File: config.mk
export PLATFORM = sky130hd
export DESIGN_NAME = bsf_exec
export DESIGN_NICKNAME = d
export VERILOG_FILES = /design/src/hw/bsf_pkg.sv /design/src/hw/bsf_exec.sv
export SDC_FILE = /design/constraint.sdc
export NUM_CORES = 1
export LEC_CHECK = 0
export BUFFER_PORTS_ARGS = -buffer_cell sky130_fd_sc_hd__buf_2
export CAP_MARGIN = 5
export CELL_PAD_IN_SITES_DETAIL_PLACEMENT = 0
export CELL_PAD_IN_SITES_GLOBAL_PLACEMENT = 1
export CORE_MARGIN = 3
export CORE_UTILIZATION = 35
export CTS_CLUSTER_SIZE = 28
export DETAILED_ROUTE_END_ITERATION = 10
export GPL_TIMING_DRIVEN = 0
export PLACE_DENSITY = 0.83
export SYNTH_ARGS = -nofsm -noshare
export SYNTH_HDL_FRONTEND = slang
export SYNTH_SLANG_ARGS = --single-unit
File: constraint.sdc
create_clock -name clock -period 1.97 [get_ports clock]
set_input_delay 0.197 -clock clock [delete_from_list [all_inputs] [get_ports clock]]
set_output_delay 0.197 -clock clock [all_outputs]
set_load 0.005 [all_outputs]
File: src/hw/bsf_pkg.sv
// Constants for the bit, shift and flag execution unit
package bsf_pkg;

  // ****************************************************************
  // Widths
  // ****************************************************************
  localparam int DATA_W = 8;
  localparam int IDX_W  = 3;
  localparam int OP_W   = 4;
  localparam int IO_AW  = 6;

  // ****************************************************************
  // Flag positions in the core flag register
  // ****************************************************************
  localparam int FLAG_C = 0;
  localparam int FLAG_Z = 1;
  localparam int FLAG_N = 2;
  localparam int FLAG_V = 3;
  localparam int FLAG_T = 6;

  localparam logic [DATA_W-1:0] FLAG_RESET = 8'h00;

  // ****************************************************************
  // Operation codes
  // ****************************************************************
  localparam logic [OP_W-1:0] OP_STACK_STORE         = 4'h0;
  localparam logic [OP_W-1:0] OP_STACK_RETRIEVE      = 4'h1;
  localparam logic [OP_W-1:0] OP_IO_BIT_FORCE_HIGH   = 4'h2;
  localparam logic [OP_W-1:0] OP_IO_BIT_FORCE_LOW    = 4'h3;
  localparam logic [OP_W-1:0] OP_LOGICAL_SHIFT_UP    = 4'h4;
  localparam logic [OP_W-1:0] OP_LOGICAL_SHIFT_DOWN  = 4'h5;
  localparam logic [OP_W-1:0] OP_ROTATE_UP_CARRY     = 4'h6;
  localparam logic [OP_W-1:0] OP_ROTATE_DOWN_CARRY   = 4'h7;
  localparam logic [OP_W-1:0] OP_SIGN_KEEPING_SHIFT  = 4'h8;
  localparam logic [OP_W-1:0] OP_NIBBLE_EXCHANGE     = 4'h9;
  localparam logic [OP_W-1:0] OP_FLAG_FORCE_HIGH     = 4'ha;
  localparam logic [OP_W-1:0] OP_FLAG_FORCE_LOW      = 4'hb;
  localparam logic [OP_W-1:0] OP_BIT_TO_TRANSFER     = 4'hc;
  localparam logic [OP_W-1:0] OP_TRANSFER_TO_BIT     = 4'hd;
  localparam logic [OP_W-1:0] OP_CARRY_FORCE_HIGH    = 4'he;

  // ****************************************************************
  // Sequencer states
  // ****************************************************************
  typedef enum logic [2:0] {
    BSF_IDLE  = 3'b001,
    BSF_STORE = 3'b010,
    BSF_FETCH = 3'b100
  } bsf_state_t;

endpackage

File: src/hw/bsf_exec.sv
// Execution unit for stack, I/O bit, shift, rotate and flag operations
`timescale 1ns/1ps

module bsf_exec (
  input  wire logic                        clock,
  input  wire logic                        rst_n,
  input  wire logic                        op_valid,
  input  wire logic [bsf_pkg::OP_W-1:0]    op_code,
  input  wire logic [bsf_pkg::DATA_W-1:0]  src_value,
  input  wire logic [bsf_pkg::DATA_W-1:0]  dst_value,
  input  wire logic [bsf_pkg::IDX_W-1:0]   bit_index,
  input  wire logic [bsf_pkg::IO_AW-1:0]   io_addr,
  input  wire logic [bsf_pkg::DATA_W-1:0]  io_rdata,
  input  wire logic [bsf_pkg::DATA_W-1:0]  stack_rdata,
  output logic                             op_ready,
  output logic                             op_done,
  output logic                             dst_we,
  output logic [bsf_pkg::DATA_W-1:0]       dst_wdata,
  output logic                             io_we,
  output logic [bsf_pkg::IO_AW-1:0]        io_waddr,
  output logic [bsf_pkg::DATA_W-1:0]       io_wdata,
  output logic                             stack_wr,
  output logic [bsf_pkg::DATA_W-1:0]       stack_wdata,
  output logic                             stack_rd,
  output logic [bsf_pkg::DATA_W-1:0]       core_flag_register
);
  import bsf_pkg::*;

  // ****************************************************************
  // Helpers
  // ****************************************************************
  // Returns {carry_out, result} for the five shift and rotate codes
  function automatic logic [DATA_W:0] shift_calc(
    input logic [OP_W-1:0]   code,
    input logic [DATA_W-1:0] val,
    input logic              cin
  );
    logic [DATA_W:0] r;
    r = {cin, val};
    unique case (code)
      OP_LOGICAL_SHIFT_UP:   r = {val[7], val[6:0], 1'b0};
      OP_LOGICAL_SHIFT_DOWN: r = {val[0], 1'b0, val[7:1]};
      OP_ROTATE_UP_CARRY:    r = {val[7], val[6:0], cin};
      OP_ROTATE_DOWN_CARRY:  r = {val[0], cin, val[7:1]};
      OP_SIGN_KEEPING_SHIFT: r = {val[0], val[7], val[7:1]};
      default:               r = {cin, val};
    endcase
    return r;
  endfunction

  // One-hot mask for a bit index, shared by I/O, flag and register ops
  function automatic logic [DATA_W-1:0] bit_mask(
    input logic [IDX_W-1:0] idx
  );
    logic [DATA_W-1:0] m;
    m = 8'h01 << idx;
    return m;
  endfunction

  // ****************************************************************
  // Decode
  // ****************************************************************
  bsf_state_t        state;
  bsf_state_t        next_state;
  logic              accept;
  logic              is_shift;
  logic [DATA_W:0]   shift_out;
  logic [DATA_W-1:0] mask;
  logic [DATA_W-1:0] next_flags;

  assign op_ready  = (state == BSF_IDLE);
  assign accept    = op_valid && op_ready;
  assign mask      = bit_mask(bit_index);
  assign is_shift  = (op_code == OP_LOGICAL_SHIFT_UP)
                  || (op_code == OP_LOGICAL_SHIFT_DOWN)
                  || (op_code == OP_ROTATE_UP_CARRY)
                  || (op_code == OP_ROTATE_DOWN_CARRY)
                  || (op_code == OP_SIGN_KEEPING_SHIFT);
  assign shift_out = shift_calc(op_code, dst_value,
                                core_flag_register[FLAG_C]);

  // ****************************************************************
  // Sequencer for the two-cycle stack operations
  // ****************************************************************
  always_comb begin
    next_state = state;
    unique case (state)
      BSF_IDLE: begin
        if (accept && op_code == OP_STACK_STORE) begin
          next_state = BSF_STORE;
        end else if (accept && op_code == OP_STACK_RETRIEVE) begin
          next_state = BSF_FETCH;
        end
      end
      BSF_STORE: next_state = BSF_IDLE;
      BSF_FETCH: next_state = BSF_IDLE;
      default:   next_state = BSF_IDLE;
    endcase
  end

  always_ff @(posedge clock or negedge rst_n) begin
    if (!rst_n) begin
      state <= BSF_IDLE;
    end else begin
      state <= next_state;
    end
  end

  // ****************************************************************
  // Stack port
  // ****************************************************************
  // Source is captured at accept so a later register write cannot leak in
  logic [DATA_W-1:0] held_src;

  always_ff @(posedge clock or negedge rst_n) begin
    if (!rst_n) begin
      held_src    <= 8'h00;
      stack_wr    <= 1'b0;
      stack_wdata <= 8'h00;
      stack_rd    <= 1'b0;
    end else begin
      stack_wr <= (state == BSF_STORE);
      stack_rd <= accept && (op_code == OP_STACK_RETRIEVE);
      if (accept && op_code == OP_STACK_STORE) begin
        held_src <= src_value;
      end
      if (state == BSF_STORE) begin
        stack_wdata <= held_src;
      end
    end
  end

  // ****************************************************************
  // Register file write-back
  // ****************************************************************
  always_ff @(posedge clock or negedge rst_n) begin
    if (!rst_n) begin
      dst_we    <= 1'b0;
      dst_wdata <= 8'h00;
    end else begin
      dst_we <= 1'b0;
      if (state == BSF_FETCH) begin
        dst_we    <= 1'b1;
        dst_wdata <= stack_rdata;
      end else if (accept && is_shift) begin
        dst_we    <= 1'b1;
        dst_wdata <= shift_out[DATA_W-1:0];
      end else if (accept && op_code == OP_NIBBLE_EXCHANGE) begin
        dst_we    <= 1'b1;
        dst_wdata <= {dst_value[3:0], dst_value[7:4]};
      end else if (accept && op_code == OP_TRANSFER_TO_BIT) begin
        dst_we    <= 1'b1;
        // Only bit b moves; the rest is written back as read
        dst_wdata <= core_flag_register[FLAG_T]
                   ? (dst_value | mask)
                   : (dst_value & ~mask);
      end
    end
  end

  // ****************************************************************
  // I/O bit write
  // ****************************************************************
  // Read-modify-write: the core supplies the current register value
  always_ff @(posedge clock or negedge rst_n) begin
    if (!rst_n) begin
      io_we    <= 1'b0;
      io_waddr <= '0;
      io_wdata <= 8'h00;
    end else begin
      io_we <= 1'b0;
      if (accept && op_code == OP_IO_BIT_FORCE_HIGH) begin
        io_we    <= 1'b1;
        io_waddr <= io_addr;
        io_wdata <= io_rdata | mask;
      end else if (accept && op_code == OP_IO_BIT_FORCE_LOW) begin
        io_we    <= 1'b1;
        io_waddr <= io_addr;
        io_wdata <= io_rdata & ~mask;
      end
    end
  end

  // ****************************************************************
  // Core flag register
  // ****************************************************************
  always_comb begin
    next_flags = core_flag_register;
    if (accept) begin
      unique case (op_code)
        OP_LOGICAL_SHIFT_UP, OP_LOGICAL_SHIFT_DOWN,
        OP_ROTATE_UP_CARRY, OP_ROTATE_DOWN_CARRY,
        OP_SIGN_KEEPING_SHIFT: begin
          next_flags[FLAG_C] = shift_out[DATA_W];
          next_flags[FLAG_Z] = (shift_out[DATA_W-1:0] == 8'h00);
          next_flags[FLAG_N] = shift_out[DATA_W-1];
          // Overflow here means the sign bit and the carry disagree
          next_flags[FLAG_V] = shift_out[DATA_W-1] ^ shift_out[DATA_W];
        end
        OP_FLAG_FORCE_HIGH: next_flags = core_flag_register | mask;
        OP_FLAG_FORCE_LOW: next_flags = core_flag_register & ~mask;
        OP_BIT_TO_TRANSFER:
          next_flags[FLAG_T] = |(src_value & mask);
        OP_CARRY_FORCE_HIGH: next_flags[FLAG_C] = 1'b1;
        default: next_flags = core_flag_register;
      endcase
    end
  end

  always_ff @(posedge clock or negedge rst_n) begin
    if (!rst_n) begin
      core_flag_register <= FLAG_RESET;
    end else begin
      core_flag_register <= next_flags;
    end
  end

  // ****************************************************************
  // Completion
  // ****************************************************************
  // Single-cycle ops finish one edge after accept, stack ops after two
  always_ff @(posedge clock or negedge rst_n) begin
    if (!rst_n) begin
      op_done <= 1'b0;
    end else begin
      op_done <= (accept && op_code != OP_STACK_STORE
                         && op_code != OP_STACK_RETRIEVE)
              || (state == BSF_STORE)
              || (state == BSF_FETCH);
    end
  end

endmodule

; ---- Yosys cells after proc, flatten, opt, wreduce, memory -nomap -nowiden
; Cells that the tools add are included.
[word_totals]
wordCells = 99
out_inout_bits = 44
in_bits = 48
register_bits = 54
[classes]
eq_ne = 19
bitwise = 9
shift = 1
muxes = 24
n_reduce_logical = 31
[op_table]
columns = op, n
row1 = 8-bit 2-to-1 mux, 7
row2 = 9-bit one-hot mux with 5 select lines, 1
row3 = 8-bit AND, 4
row4 = "4-bit == test, second input constant", 7
row5 = 8-bit bitwise OR, 3
row6 = "4-bit by 3-bit == test with 1-bit output, second input constant", 4
row7 = 6-bit 2-to-1 mux, 2
row8 = 4-bit nonzero test, 3
row9 = 1-bit logical AND, 10
row10 = 3-bit 2-to-1 mux, 3
row11 = 3-bit one-hot mux with 3 select lines, 1
row12 = "4-bit by 2-bit == test with 1-bit output, second input constant", 2
row13 = 8-bit logical NOT, 1
row14 = 8-bit NOT, 1
row15 = 2-bit AND reduction, 4
row16 = 8-bit OR reduction, 1
row17 = "1-bit by 3-bit left shift with 8-bit output, first input constant", 1
row18 = 1-bit logical OR, 6
row19 = 1-bit 2-to-1 mux, 6
row20 = 3-bit nonzero test, 2
row21 = 5-bit OR reduction, 1
row22 = "4-bit by 1-bit == test with 1-bit output, second input constant", 1
row23 = 4-bit logical NOT, 1
row24 = "4-bit by 1-bit != test with 1-bit output, second input constant", 1
row25 = 10 further kinds, 11

; ---- Logic depth before layout (Yosys ltp)
[depth]
ltp_word = 8
depth_mapped = 8
depth_no_buf = 5

; ---- Least setup slack after synthesis
; Ideal clock, no wire load.
[synth_path]
path_kind = input -> register
start = input port op_code[2] (netlist bit)
end = register core_flag_register[1] (netlist bit)
setup_ns = 0.104
cell_stages = 6
setup_slack_ns = 0.055
t_arrival_ns = 1.811
required_time_ns = 1.866
n_path_buf = 1
path_cell_list = or4b_1 -> buf_2 -> a2bb2oi_1 -> o2bb2ai_1 -> a2111o_1 -> o41ai_2
[synth_between]
elab_chain_len = 4
elab_cells_between_ends = 13
classes_between = 7 x eq/ne / 2 x mux / 4 x reduce/logical
[synth_lines]
columns = item, line_no
row1 = from (decl), bsf_exec.sv:8  ; input wire logic [bsf_pkg::OP_W-1:0] op_code,
row2 = 4-bit == test / 4-bit by 3-bit == test with 1-bit output (equally long branches), "bsf_exec.sv:40, bsf_exec.sv:190"
row3 = 9-bit one-hot mux with 5 select lines / 5-bit OR reduction (equally long branches), "bsf_exec.sv:40, bsf_exec.sv:190"
row4 = 8-bit logical NOT / 3-bit nonzero test (equally long branches), --
row5 = 3-bit one-hot mux with 3 select lines / 2-bit AND reduction (equally long branches), --
row6 = to (signal assigned), bsf_exec.sv:214  ; core_flag_register <= next_flags;
row7 = to (decl), bsf_exec.sv:25  ; output logic [bsf_pkg::DATA_W-1:0] core_flag_register
; Several ways; a longest one is shown, not always the timed one.
; A chain may end at the register's enable or synchronous reset.

; ---- Final worst setup path
[layout_path]
start = register state[0]
end = register held_src[3]
[layout_between]
elab_chain_len = 3
[layout_lines]
columns = item, line_no
row1 = from (decl), bsf_exec.sv:63  ; bsf_state_t state;
row2 = from (signal assigned), bsf_exec.sv:105  ; state <= next_state;
row3 = 3-bit by 1-bit == test with 1-bit output, bsf_exec.sv:71  ; assign op_ready = (state == BSF_IDLE);
row4 = 1-bit logical AND, bsf_exec.sv:72  ; assign accept = op_valid && op_ready;
row5 = 1-bit logical AND, bsf_exec.sv:124  ; if (accept && op_code == OP_STACK_STORE) begin
row6 = to (signal assigned), bsf_exec.sv:125  ; held_src <= src_value;
row7 = to (decl), bsf_exec.sv:113  ; logic [DATA_W-1:0] held_src;
; No other way between the ends.

==> flow_summary_export.csv <==
group,metric,value,unit
finish,antennaDiodeCount,0,
grt,grt_max_degree,55,
grt,wire_length_of_the_first_global_routing_pass,14020,um
route,postRouteWirelength,8632,um
logic_synthesis,netlist_area,0.003025,sq mm
timing,max_slew_margin,64.13,%
finish,seqCellArea,0.001354,sq mm
route,m1WireLength,3849,um
placement,place_congestion,0.9109,
logic_synthesis,synthDistinctLibCells,52,
timing,setup_tns_after_final_layout,0,ps
worst_hold_path,hold_start,"io_addr[4]",
route,top_layer_used,"met4",
worst_setup_path,cp_slowest_stage_delay,580,ps
placement,placedInstanceArea,0.003612,sq mm
finish,finish.net_count,471,
worst_setup_path,crit_path_cell_trace,"nand4bb_1, nor3_2, nand2_1, clkbuf_1, mux2_2",
grt,grt_pass1_vias,2710,
floorplan,die_width,98.98,um
clocking,htree_num_levels,2,
worst_setup_path,critical_path.startpoint_type,"flop",
finish,mostFrequentLayoutCell,"sky130_fd_sc_hd__buf_2",
timing,finalHoldViolCount,0,
floorplan,floorplan.io_pins,92,
worst_setup_path,timing_worst_setup_path_type,"flop to flop",
finish,most-common-layout-cells,"sky130_fd_sc_hd__buf_2, sky130_fd_sc_hd__dfrtp_1, sky130_fd_sc_hd__nand2_1",
logic_synthesis,synth.yosys.seq_area_share,44.71,%
placement,number_of_cells_after_detailed_placement,514,
worst_setup_path,critical_path.reg2reg.startpoint,"state[0]",
worst_setup_path,worst-r2r-setup-slack,70,ps
floorplan,floorplan.die_area,0.009796,sq mm
run,max-cap-violations,0,
finish,final_core_utilization,46.25,%
finish,fin_cells,529,
power_and_ir_drop,power_per_standard_cell_area,702.0,mW/mm^2
worst_setup_path,timing.critical_path.from,"state[0]",
worst_setup_path,cp.required,2170,ps
timing,max_clock_skew,8.384,ps
finish,syn2layout_area_growth,26.88,%
clocking,cts_buffer_depth,2,
worst_setup_path,critPathSlowestCell,"sky130_fd_sc_hd__dfstp_2",
floorplan,num_rows,33,
worst_hold_path,min_delay_worst_endpoint,"io_waddr[4]",
worst_setup_path,reg2regPathDepth,5,
worst_setup_path,worstPathMaxFanout,10,
power_and_ir_drop,vdd_drop_max,0.2851,mV
timing,finalSetupViolCount,0,
worst_setup_path,r2r_path_end,"held_src[3]",
floorplan,die_h,98.98,um
outcome,run_status,"finished, final reports clean",
logic_synthesis,synth_enable_flop_cells,0,
worst_setup_path,path_depth,5,
floorplan,design.core.area,0.008299,sq mm
finish,final.fill_count,827,
route,drt_pass1_iterations,4,
worst_setup_path,critical-path-top-delay-family,"simple AND/OR/NAND/NOR gates",
floorplan,initial_core_util,36.45,%
timing,grt_setup_unrepaired,"yes",
placement,post_dp_hpwl,6478,um
worst_hold_path,min_delay_path_depth,2,
clocking,clkTransAtPathRegs,100,ps
route,met2_wirelength,4203,um
timing,achievable-frequency,0.5259,GHz
worst_hold_path,worstHoldPathType,"input port to flop",
grt,grt_overflow_total,0,
logic_synthesis,syn_area_per_cell,9.514,sq um
grt,grt_antenna_before_repair,0,
worst_setup_path,critical_path.n_buffers_inverters,1,
timing,worst-slew-pin-transition,538.1,ps
logic_synthesis,async_flop_share,100.0,%
route,drt_iter0_drc,186,
route,dr_total_vias,2803,
grt,grt_usage,17.85,%
placement,portBuffers,91,
timing,finalCritPeriodShare,96.52,%
clocking,tritoncts,"done",
logic_synthesis,postSynth.topFlopCell,"sky130_fd_sc_hd__dfrtp_1",
clocking,ctsRootBufferMaster,"sky130_fd_sc_hd__clkbuf_8",
clocking,clock-sinks,54,
route,drc,0,
logic_synthesis,synthCells,318,
route,viasPerCell,5.299,
route,met3_wirelength,497,um
finish,multi_input_area,0.001588,sq mm
finish,fraction_of_layout_instances_using_a_drive_strength_above_1,37.50,%
power_and_ir_drop,total_leakage_power,0.001789,uW
clocking,cts_buffers,5,
clocking,clock_latency,310,ps
finish,post-route-cell-area,0.003839,sq mm
logic_synthesis,yosys_warnings,0,
logic_synthesis,synthesis.nets,366,
power_and_ir_drop,final_total_pwr,2695,uW
worst_setup_path,worst_setup_path_end_kind,"flop",
route,wl_per_cell,16.32,um
worst_setup_path,timing.critical_path.arrival,2100,ps
timing,final_max_slew_viol_count,0,
timing,min_period,1901,ps
logic_synthesis,postSynthRegisterBits,54,
route,detail-route-antenna-nets,0,
[what timing repair did]
action / 4_1_cts / 5_1_grt
buffers inserted: 1 / 4
gates resized for setup: 11 / 18
endpoints found under the setup margin: 30 / 23
hold endpoints to repair: 0 / 16
pin swaps: 1 / 3
hold buffers: 0 / 1
[Yosys cell counts (all sizes together), types with 6 or more instances]
master | n | area, sq um
buf | 6 | 30.03
mux2 | 30 | 337.8
inv | 9 | 33.78
mux2i | 8 | 80.08
a21oi | 21 | 105.1
nor2 | 22 | 85.09
a31oi | 7 | 43.79
o22ai | 9 | 56.30
clkbuf | 18 | 67.56
nand2 | 32 | 120.1
dfrtp | 53 | 1326
o21ai | 32 | 160.2
[cell type report]
cell class | instances | area share [%]
sequential | 54 | 35.27
timing repair buffer | 98 | 13.62
multi-input combinational | 231 | 41.36
inverter | 9 | 0.8801
clock inverter | 2 | 0.3259
buffer | 24 | 2.966
clock buffer | 6 | 2.151
tap | 105 | 3.422
[through the flow]
step	hold WS, ps	setup slack, ps
2_1_floorplan	-98.59	55.08
3_3_place_gp	431.8	-513.3
3_5_place_dp	433.4	-455.3
4_1_cts	102.9	5.304
5_1_grt	92.87	-42.43
6_report	113.0	68.51
[logic make-up after synthesis]
kind of cell	Yosys count	share of synthesized area, %
AO/OA/AOI/OAI	94	19.23
multiplexers	38	13.81
buffers and inverters	33	4.342
flip-flops	54	44.71
AND/OR/NAND/NOR	98	17.62
XOR/XNOR	1	0.2895
[registers in the layout, indices dropped and copies added (netlist names), named ones only]
| register | count |
|---|---|
| op_done | 1 |
| core_flag_register | 5 |
| stack_wdata | 8 |
| stack_wr | 1 |
| io_we | 1 |
| state | 3 |
| io_wdata | 8 |
| io_waddr | 6 |
| dst_we | 1 |
| held_src | 8 |
| stack_rd | 1 |
| dst_wdata | 8 |
[per-layer routing]
metal	vias to the layer above	global-route usage (%)
li1	1363	-
met1	1350	24.86
met2	84	29.24
met3	6	2.548
met4	0	4.517
met5	-	0
[where the power goes]
part           switching (uW)  leakage [uW]  total [uW]  internal [uW]
registers                88.2      0.000673        1370           1280
logic                     334       0.00107         670            336
clock network             372     0.0000472         655            284
[worst max path at each step]
stage,endpoint,slack (ps)
final,held_src[3],70
after global routing,held_src[1],-40
after CTS,dst_wdata[7],5
after detailed placement,core_flag_register[1],-460
after global placement,core_flag_register[1],-510
after floorplan,core_flag_register[1],60
Power figures use the tool's default switching activity.
